[src/inc/atc_pkg.sv]
/*
 * Constants and types for the 8-bit timer/counter core.
 * Assumes a single 200 MHz system clock; no bus, loose control bits.
 */
package atc_pkg;

    // ****************************************************************
    // widths and extreme values
    // ****************************************************************
    localparam int        CNT_W      = 8;
    localparam int        PRE_W      = 10;
    localparam logic [7:0] BOTTOM_VAL = 8'h00;
    localparam logic [7:0] MAX_VAL    = 8'hFF;
    localparam logic [7:0] CNT_RESET  = 8'h00;
    localparam logic [7:0] CMP_RESET  = 8'h00;
    localparam logic [9:0] PRE_RESET  = 10'h000;

    // ****************************************************************
    // clock source select codes
    // ****************************************************************
    typedef enum logic [2:0] {
        CS_STOP   = 3'b000,
        CS_DIV1   = 3'b001,
        CS_DIV8   = 3'b010,
        CS_DIV32  = 3'b011,
        CS_DIV64  = 3'b100,
        CS_DIV128 = 3'b101,
        CS_DIV256 = 3'b110,
        CS_DIV1K  = 3'b111
    } atc_cs_t;

    // ****************************************************************
    // waveform mode codes
    // ****************************************************************
    typedef enum logic [1:0] {
        WM_NORMAL = 2'b00,
        WM_PCPWM  = 2'b01,
        WM_CTC    = 2'b10,
        WM_FAST   = 2'b11
    } atc_wm_t;

    // flag and mask bit positions
    localparam int OVF_BIT = 0;
    localparam int CMP_BIT = 1;

endpackage : atc_pkg

[src/rtl/atc_core.sv]
/*
 * Timer/counter core: prescaler, clock select, up/down counter, compare,
 * overflow and compare flags with masks.
 * Assumes CPU strobes are synchronous to CLK, but not the oscillator input;
 * the oscillator input is taken as a level and edge-detected after a
 * two-flop synchroniser.
 */
`timescale 1ns/1ps

// Functional notes
// - counter and compare value are eight bits each
// - each interrupt request is a flag, gated by its own mask bit
// - clock select zero stops the counter, no ticks produced
// - ticks come from io clock, or oscillator pin when async select set
// - compare checked on every tick; match sets flag and feeds waveform output
// - zero is bottom, 0xFF is max
// - top is 0xFF or the compare value, per mode
// - each tick clears, increments or decrements the counter
// - CPU may read and write the counter anytime, even stopped
// - CPU counter write beats clear or count
// - two waveform mode bits choose the counting sequence
// - overflow flag set per mode and can raise an interrupt
// - top and bottom indications when counter hits max and zero
// - ten-bit prescaler supplies synchronous tick choices
// - compare flag set in tick after the match
// - normal mode counts up, wraps, overflow flag set on becoming zero
// - mode 2 clears counter on compare match, compare is top
// - CPU counter write blocks compare match in next tick, even stopped
module atc_core
(
    input  wire logic       CLK,
    input  wire logic       RST,
    input  wire logic [2:0] CLOCK_SOURCE_SEL,
    input  wire logic [1:0] WAVEFORM_MODE_SEL,
    input  wire logic       ASYNC_CLOCK_SEL,
    input  wire logic       OSC_IN_PIN,
    input  wire logic       COUNT_WR,
    input  wire logic [7:0] COUNT_WDATA,
    input  wire logic       COMPARE_WR,
    input  wire logic [7:0] COMPARE_WDATA,
    input  wire logic [1:0] FLAG_CLR,
    input  wire logic [1:0] TIMER_MASK_REG,
    output logic      [7:0] TIMER_COUNT,
    output logic      [7:0] COMPARE_VALUE,
    output logic      [1:0] TIMER_FLAG_REG,
    output logic            OVF_IRQ,
    output logic            CMP_IRQ,
    output logic            COMPARE_OUTPUT,
    output logic            TOP_HIT,
    output logic            BOTTOM_HIT
);

    // ****************************************************************
    // prescaler and clock select
    // ****************************************************************
    logic [9:0] prescale;
    logic       osc_meta;
    logic       osc_sync;
    logic       osc_prev;
    logic       dir_down;
    logic       block_cmp;

    wire logic [9:0] next_prescale = prescale + 10'h001;
    wire logic       osc_tick      = osc_sync & ~osc_prev;

    function automatic logic pre_tap(input logic [2:0] sel, input logic [9:0] p);
        case (sel)
            3'b001:  pre_tap = 1'b1;
            3'b010:  pre_tap = &p[2:0];
            3'b011:  pre_tap = &p[4:0];
            3'b100:  pre_tap = &p[5:0];
            3'b101:  pre_tap = &p[6:0];
            3'b110:  pre_tap = &p[7:0];
            3'b111:  pre_tap = &p[9:0];
            default: pre_tap = 1'b0;
        endcase
    endfunction : pre_tap

    wire logic stopped  = (CLOCK_SOURCE_SEL == atc_pkg::CS_STOP);
    wire logic src_tick = ASYNC_CLOCK_SEL ? osc_tick
                                          : pre_tap(CLOCK_SOURCE_SEL, prescale);
    wire logic tick     = ~stopped & src_tick;

    always_ff @(posedge CLK or posedge RST)
    begin
        if (RST)
            prescale <= atc_pkg::PRE_RESET;
        else
            prescale <= next_prescale;
    end

    // two-flop synchroniser for the oscillator level
    always_ff @(posedge CLK or posedge RST)
    begin
        if (RST)
        begin
            osc_meta <= 1'b0;
            osc_sync <= 1'b0;
            osc_prev <= 1'b0;
        end
        else
        begin
            osc_meta <= OSC_IN_PIN;
            osc_sync <= osc_meta;
            osc_prev <= osc_sync;
        end
    end

    // ****************************************************************
    // counter unit
    // ****************************************************************
    wire logic is_bottom = (TIMER_COUNT == atc_pkg::BOTTOM_VAL);
    wire logic is_max    = (TIMER_COUNT == atc_pkg::MAX_VAL);
    wire logic is_pwm    = (WAVEFORM_MODE_SEL == atc_pkg::WM_PCPWM);
    wire logic ctc_mode  = (WAVEFORM_MODE_SEL == atc_pkg::WM_CTC);
    wire logic [7:0] top_val = ctc_mode ? COMPARE_VALUE : atc_pkg::MAX_VAL;
    wire logic at_top    = (TIMER_COUNT == top_val);
    wire logic match     = (TIMER_COUNT == COMPARE_VALUE);

    // phase correct turns around at top and bottom
    wire logic next_dir_down = (WAVEFORM_MODE_SEL == atc_pkg::WM_PCPWM)
                               ? (at_top ? 1'b1 : (is_bottom ? 1'b0 : dir_down))
                               : 1'b0;

    logic [7:0] next_count;
    always_comb
    begin
        if (ctc_mode && match)
            next_count = atc_pkg::BOTTOM_VAL;
        else if (next_dir_down)
            next_count = TIMER_COUNT - 8'h01;
        else
            next_count = TIMER_COUNT + 8'h01;
    end

    always_ff @(posedge CLK or posedge RST)
    begin
        if (RST)
        begin
            TIMER_COUNT <= atc_pkg::CNT_RESET;
            dir_down    <= 1'b0;
        end
        else if (COUNT_WR)
            TIMER_COUNT <= COUNT_WDATA;
        else if (tick)
        begin
            TIMER_COUNT <= next_count;
            dir_down    <= next_dir_down;
        end
    end

    always_ff @(posedge CLK or posedge RST)
    begin
        if (RST)
            COMPARE_VALUE <= atc_pkg::CMP_RESET;
        else if (COMPARE_WR)
            COMPARE_VALUE <= COMPARE_WDATA;
    end

    // ****************************************************************
    // compare blocking and flags
    // ****************************************************************
    // a counter write arms the block; it is spent on the next tick
    always_ff @(posedge CLK or posedge RST)
    begin
        if (RST)
            block_cmp <= 1'b0;
        else if (COUNT_WR)
            block_cmp <= 1'b1;
        else if (tick)
            block_cmp <= 1'b0;
    end

    wire logic good_match = match & ~block_cmp & ~COUNT_WR;
    // up-counting modes overflow on the wrap from max; a compare clear sets it only when the compare value is max
    wire logic ovf_event  = tick & ~COUNT_WR &
                            (is_pwm ? (next_dir_down ? 1'b0 : is_bottom)
                                    : is_max);
    // the match seen at this tick sets the flag for the following timer cycle
    wire logic cmp_event  = tick & good_match;

    wire logic [1:0] set_flags = {cmp_event, ovf_event};
    wire logic [1:0] next_flags = (TIMER_FLAG_REG & ~FLAG_CLR) | set_flags; // set beats clear

    always_ff @(posedge CLK or posedge RST)
    begin
        if (RST)
        begin
            TIMER_FLAG_REG <= 2'b00;
            COMPARE_OUTPUT <= 1'b0;
            TOP_HIT        <= 1'b0;
            BOTTOM_HIT     <= 1'b0;
        end
        else
        begin
            TIMER_FLAG_REG <= next_flags;
            if (tick && good_match)
                COMPARE_OUTPUT <= ~COMPARE_OUTPUT;
            TOP_HIT        <= is_max;
            BOTTOM_HIT     <= is_bottom;
        end
    end

    assign OVF_IRQ = TIMER_FLAG_REG[atc_pkg::OVF_BIT] & TIMER_MASK_REG[atc_pkg::OVF_BIT];
    assign CMP_IRQ = TIMER_FLAG_REG[atc_pkg::CMP_BIT] & TIMER_MASK_REG[atc_pkg::CMP_BIT];

    // ****************************************************************
    // checks
    // ****************************************************************
    property p_stop;
        @(posedge CLK) disable iff (RST)
        (stopped && !COUNT_WR) |=> (TIMER_COUNT == $past(TIMER_COUNT));
    endproperty
    a_stop: assert property (p_stop) else $error("counter moved while stopped");

    property p_wr_wins;
        @(posedge CLK) disable iff (RST)
        COUNT_WR |=> (TIMER_COUNT == $past(COUNT_WDATA));
    endproperty
    a_wr_wins: assert property (p_wr_wins) else $error("cpu write lost");

    property p_ctc_clear;
        @(posedge CLK) disable iff (RST)
        (tick && ctc_mode && match && !COUNT_WR) |=> (TIMER_COUNT == 8'h00);
    endproperty
    a_ctc_clear: assert property (p_ctc_clear) else $error("ctc did not clear");

    property p_norm_ovf;
        @(posedge CLK) disable iff (RST)
        (tick && WAVEFORM_MODE_SEL == 2'b00 && is_max && !COUNT_WR)
            |=> (TIMER_COUNT == 8'h00) && TIMER_FLAG_REG[0];
    endproperty
    a_norm_ovf: assert property (p_norm_ovf) else $error("normal wrap missed overflow");

    property p_norm_up;
        @(posedge CLK) disable iff (RST)
        (tick && WAVEFORM_MODE_SEL == 2'b00 && !COUNT_WR)
            |=> (TIMER_COUNT == $past(TIMER_COUNT) + 8'h01);
    endproperty
    a_norm_up: assert property (p_norm_up) else $error("normal mode not counting up");

    property p_block;
        @(posedge CLK) disable iff (RST)
        (tick && block_cmp)
            |=> (TIMER_FLAG_REG[1] == ($past(TIMER_FLAG_REG[1]) & ~$past(FLAG_CLR[1])));
    endproperty
    a_block: assert property (p_block) else $error("match not blocked after write");

    property p_cmp_flag;
        @(posedge CLK) disable iff (RST)
        (tick && match && !block_cmp && !COUNT_WR) |=> TIMER_FLAG_REG[1];
    endproperty
    a_cmp_flag: assert property (p_cmp_flag) else $error("compare flag late");

    property p_irq;
        @(posedge CLK) disable iff (RST)
        OVF_IRQ |-> (TIMER_FLAG_REG[0] && TIMER_MASK_REG[0]);
    endproperty
    a_irq: assert property (p_irq) else $error("overflow irq without flag and mask");

    property p_bottom;
        @(posedge CLK) disable iff (RST)
        (TIMER_COUNT == 8'h00) |=> BOTTOM_HIT;
    endproperty
    a_bottom: assert property (p_bottom) else $error("bottom not flagged");

endmodule : atc_core

[config.mk]
export PLATFORM = sky130hd
export DESIGN_NAME = atc_core
export DESIGN_NICKNAME = d
export VERILOG_FILES = /design/src/inc/atc_pkg.sv /design/src/rtl/atc_core.sv
export SDC_FILE = /design/constraint.sdc
export NUM_CORES = 1
export LEC_CHECK = 0
export BUFFER_PORTS_ARGS = -buffer_cell sky130_fd_sc_hd__buf_2
export CELL_PAD_IN_SITES_DETAIL_PLACEMENT = 1
export CELL_PAD_IN_SITES_GLOBAL_PLACEMENT = 2
export CORE_ASPECT_RATIO = 1.2
export CORE_MARGIN = 5
export CORE_UTILIZATION = 29
export CTS_CLUSTER_SIZE = 14
export DETAILED_ROUTE_END_ITERATION = 8
export PLACE_DENSITY = 0.77
export RECOVER_POWER = 50
export SYNTH_ARGS = -nofsm -noshare
export SYNTH_HDL_FRONTEND = slang
export SYNTH_SLANG_ARGS = --single-unit
export TNS_END_PERCENT = 100
[constraint.sdc]
create_clock -name CLK -period 3 [get_ports CLK]
set_input_delay 0.9 -clock CLK [delete_from_list [all_inputs] [get_ports CLK]]
set_output_delay 0.9 -clock CLK [all_outputs]
set_load 0.02 [all_outputs]
==> impl_metrics.prom <==
# TYPE chip_impl_metric gauge
chip_impl_metric{name="dr.pass1.iters",unit=""} 4
chip_impl_metric{name="chipWidth",unit="µm"} 86.7
chip_impl_metric{name="core_area",unit="mm²"} 0.00685
chip_impl_info{name="root_buffer",value="sky130_fd_sc_hd__clkbuf_8"} 1
chip_impl_metric{name="ports",unit=""} 54
chip_impl_metric{name="postPlaceCellArea",unit="mm²"} 0.00267
chip_impl_metric{name="p_per_area",unit="mW/mm²"} 457
chip_impl_metric{name="buffer_ports.inserted",unit=""} 53
chip_impl_metric{name="grt_overflow",unit=""} 0
chip_impl_metric{name="internal_power_component",unit="mW"} 0.960
chip_impl_metric{name="detail_route.wirelength",unit="mm"} 5.89
chip_impl_metric{name="diode_insertion_count_for_antenna_repair",unit=""} 0
chip_impl_info{name="critical_path.top_delay_family",value="simple AND/OR/NAND/NOR gates"} 1
chip_impl_metric{name="area_used_by_sequential_logic_in_the_layout",unit="µm²"} 903
chip_impl_metric{name="drive_gt1_frac",unit=""} 0.476
chip_impl_metric{name="floorplan.die_area",unit="mm²"} 0.00884
chip_impl_metric{name="clock-sinks",unit=""} 36
chip_impl_metric{name="ir_drop",unit="V"} 0.000302
chip_impl_metric{name="max_cap_viol_count",unit=""} 0
chip_impl_info{name="setup_repair_after_global_routing_missed_its_margin",value="true"} 1
chip_impl_metric{name="ant_nets",unit=""} 0
chip_impl_metric{name="floorplan.initialDensity",unit=""} 0.298
chip_impl_metric{name="clk_pin_slew",unit="ns"} 0.07
chip_impl_info{name="synthTopCellsByArea",value="sky130_fd_sc_hd__dfrtp_1 44%, sky130_fd_sc_hd__ha_1 5.5%, sky130_fd_sc_hd__mux2_2 5.0%, sky130_fd_sc_hd__xnor2_1 3.4%, sky130_fd_sc_hd__xor2_1 3.4%"} 1
chip_impl_info{name="synthFlopType",value="sky130_fd_sc_hd__dfrtp_1"} 1
chip_impl_metric{name="share_clk_of_total_power",unit=""} 0.310
chip_impl_metric{name="die_height",unit="µm"} 102
chip_impl_metric{name="vias",unit=""} 1854
chip_impl_info{name="netlist.top_cell.by_area",value="sky130_fd_sc_hd__dfrtp_1"} 1
chip_impl_metric{name="synth_largest_type_area_fraction",unit=""} 0.440
chip_impl_metric{name="synth.avg_cell_area",unit="µm²"} 10.4
chip_impl_metric{name="max_slew.worst_pin.slew",unit="ns"} 0.933
chip_impl_metric{name="syn-num-nets",unit=""} 238
chip_impl_metric{name="gpl.final_weighted_congestion",unit=""} 0.788
chip_impl_metric{name="netlist_area",unit="mm²"} 0.00205
chip_impl_metric{name="multi_input_area",unit="mm²"} 0.00126
chip_impl_metric{name="yosysSeqAreaShare",unit=""} 0.440
chip_impl_metric{name="post-route-cell-area",unit="mm²"} 0.00298
chip_impl_info{name="run_status",value="finished clean"} 1
chip_impl_metric{name="wire_per_inst",unit="µm"} 15.5
chip_impl_metric{name="setup_viol",unit=""} 0
chip_impl_metric{name="comb_power_share",unit=""} 0.295
chip_impl_metric{name="postLayoutCoreUtil",unit=""} 0.435
chip_impl_metric{name="ys_types",unit=""} 46
chip_impl_metric{name="ys_warn_count",unit=""} 0
chip_impl_metric{name="rows",unit=""} 33
chip_impl_metric{name="achievable-frequency",unit="MHz"} 335
chip_impl_metric{name="pwr-share-seq",unit=""} 0.396
chip_impl_metric{name="period_share",unit=""} 0.995
chip_impl_metric{name="final_period_minus_worst_setup_slack",unit="ns"} 2.98
chip_impl_metric{name="proportion_of_synthesized_flip_flops_having_asynchronous_set_or_reset",unit=""} 1.00
chip_impl_info{name="timing.critical_path.cells",value="buf_2, nor3b_1, o22a_2, a32oi_4, nor2_4, ha_4, a21oi_4, and3_4, or3b_4, o22ai_2, or3b_1, nand3b_1"} 1
chip_impl_metric{name="slew_headroom",unit=""} 0.378
chip_impl_metric{name="num-nets-final",unit=""} 334
chip_impl_info{name="synth_most_common_cell",value="sky130_fd_sc_hd__dfrtp_1"} 1
chip_impl_info{name="hold_path.class",value="reg2reg"} 1
chip_impl_info{name="start_kind",value="primary input"} 1
chip_impl_metric{name="netlist_instances",unit=""} 197
chip_impl_metric{name="routed_via_density",unit=""} 4.87
chip_impl_metric{name="critical_path.max_stage_delay",unit="ns"} 0.38
chip_impl_info{name="library_cell_contributing_the_largest_single_delay_on_the_critical_path",value="sky130_fd_sc_hd__or3b_1"} 1
chip_impl_metric{name="final-hold-violation-count",unit=""} 0
chip_impl_metric{name="clkLatencyLatePin",unit="ns"} 0.29
chip_impl_metric{name="dpl.hpwl",unit="mm"} 4.40
chip_impl_metric{name="critical_path_peak_fanout",unit=""} 8
chip_impl_info{name="worst_setup_path_end_kind",value="register"} 1
chip_impl_metric{name="finalSetupTns",unit="ns"} 0
chip_impl_info{name="cts_tree",value="yes"} 1
chip_impl_metric{name="antenna_found_initial",unit=""} 1
chip_impl_metric{name="htree_num_levels",unit=""} 2
chip_impl_metric{name="synth-seq-cells",unit=""} 36
chip_impl_metric{name="report.final.slew_viol_count",unit=""} 0
chip_impl_metric{name="global_route_wire_length_before_repair",unit="mm"} 9.51
chip_impl_metric{name="swShare",unit=""} 0.297
chip_impl_metric{name="power.switching",unit="mW"} 0.405
chip_impl_metric{name="endpoint_arrival_time_on_the_critical_path",unit="ns"} 3.21
chip_impl_metric{name="largest_net_degree_at_the_start_of_global_routing",unit=""} 37
chip_impl_metric{name="path_buf_inv",unit=""} 1
chip_impl_metric{name="report.power.total",unit="mW"} 1.36
chip_impl_metric{name="drt_iter0_markers",unit=""} 64
chip_impl_info{name="critical_path_class",value="in2reg"} 1
chip_impl_metric{name="cts_buffer_depth",unit=""} 2
chip_impl_metric{name="tritoncts.num_buffers",unit=""} 5
chip_impl_metric{name="grt_use_total",unit=""} 0.138
chip_impl_metric{name="worst-endpoint-required",unit="ns"} 3.23
chip_impl_metric{name="flow.area_growth_from_synthesis",unit="%"} 45.9
chip_impl_metric{name="drc",unit=""} 0
chip_impl_metric{name="worst_clock_skew",unit="ns"} 0.00838
chip_impl_metric{name="p_leak",unit="nW"} 1.42
chip_impl_metric{name="fill_cells",unit=""} 814
chip_impl_metric{name="number_of_global_route_vias_before_repair",unit=""} 2042
chip_impl_metric{name="number_of_enable_type_register_cells_in_the_synthesized_netlist",unit=""} 0
chip_impl_info{name="ys_top_cells_by_count",value="36 x sky130_fd_sc_hd__dfrtp_1, 11 x sky130_fd_sc_hd__inv_1, 11 x sky130_fd_sc_hd__nand2_1, 11 x sky130_fd_sc_hd__nor2b_1, 10 x sky130_fd_sc_hd__nor2_1"} 1
## repair_timing
item                                   in CTS  in global routing
setup endpoints to repair                   3                  4
cloned                                      0                  0
setup buffers                               3                  4
hold buffers                                0                  0
gates resized for setup                     9                 21
endpoints found under the hold margin       0                  0
pin swaps                                  12                 13
## logic make-up after synthesis
| group | count (synthesis) | synth area share |
|---|---|---|
| multiplexers | 13 | 0.0691 |
| buffers and inverters | 15 | 0.0281 |
| XOR/XNOR | 16 | 0.0685 |
| AND/OR/NAND/NOR | 73 | 0.209 |
| adder cells (fa/ha/maj) | 10 | 0.0648 |
| AO/OA/AOI/OAI | 34 | 0.120 |
| flip-flops | 36 | 0.440 |
## metrics by stage
step	hold WS, ns	cells	setup WS, ns
2_1_floorplan	0.331	197	-0.00518
3_3_place_gp	0.343	366	-0.253
3_5_place_dp	0.347	366	-0.384
4_1_cts	0.363	377	-0.00158
5_1_grt	0.374	381	-0.0895
6_report	0.360	381	0.0152
## final timing paths
path	slack, ns	end	startpoint	cells after the start
setup / recovery	0.02	TIMER_COUNT[7]$_DFFE_PP0P_	WAVEFORM_MODE_SEL[0]	12
hold / removal	0.36	osc_sync$_DFF_PP0_	osc_meta$_DFF_PP0_	0
setup reg to reg	0.03	TIMER_COUNT[7]$_DFFE_PP0P_	TIMER_COUNT[7]$_DFFE_PP0P_	11
hold reg to reg	0.36	osc_sync$_DFF_PP0_	osc_meta$_DFF_PP0_	0
max in group asynchronous	1.48	TIMER_COUNT[6]$_DFFE_PP0P_	RST	3
min in group asynchronous	0.88	block_cmp$_DFFE_PP0P_	RST	3
## routing by layer
layer,up-vias,global-route usage,routed length [µm]
met4,2,0.0396,97
met1,913,0.149,2250
met3,9,0.0371,331
met5,-,0,7
li1,889,-,-
met2,41,0.261,3210
## layout make-up
class                   count  area share
multi-input cells         146       0.422
clock buffers               6      0.0243
inverters                  11      0.0138
flip-flops and latches     36       0.303
well taps                  87      0.0365
repair buffers             93       0.189
clock inverters             2      0.0117
## power by group through the flow
stage / registers, mW / clock network [mW] / logic [mW]
after global routing: 0.544 / 0.465 / 0.437
after floorplan: 0.594 / 0 / 0.147
final: 0.540 / 0.423 / 0.402
after detailed placement: 0.551 / 0 / 0.356
after global placement: 0.550 / 0 / 0.350
after CTS: 0.540 / 0.443 / 0.376
## state kept, by name, indices dropped and copies added (netlist names)
| register | cells |
|---|---|
| block_cmp | 1 |
| COMPARE_VALUE | 8 |
| TIMER_COUNT | 8 |
| osc_meta | 1 |
| TIMER_FLAG_REG | 2 |
| BOTTOM_HIT | 1 |
| TOP_HIT | 1 |
| osc_sync | 1 |
| COMPARE_OUTPUT | 1 |
| dir_down | 1 |
| osc_prev | 1 |
| prescale | 10 |
## layout by cell type, fill, tap and decap left out, types with 6 or more instances in the layout
| cell | instances |
|---|---|
| sky130_fd_sc_hd__buf_2 | 53 |
| sky130_fd_sc_hd__buf_4 | 39 |
| sky130_fd_sc_hd__dfrtp_1 | 34 |
| sky130_fd_sc_hd__inv_1 | 11 |
| sky130_fd_sc_hd__nand2_1 | 11 |
| sky130_fd_sc_hd__nor2b_1 | 10 |
| sky130_fd_sc_hd__mux2_2 | 9 |
| sky130_fd_sc_hd__nor2_1 | 9 |
| sky130_fd_sc_hd__xor2_1 | 8 |
| sky130_fd_sc_hd__xnor2_1 | 7 |
| sky130_fd_sc_hd__nand3_1 | 6 |
| sky130_fd_sc_hd__and2_1 | 6 |
| sky130_fd_sc_hd__ha_4 | 6 |
(Power assumes the default switching activity.)
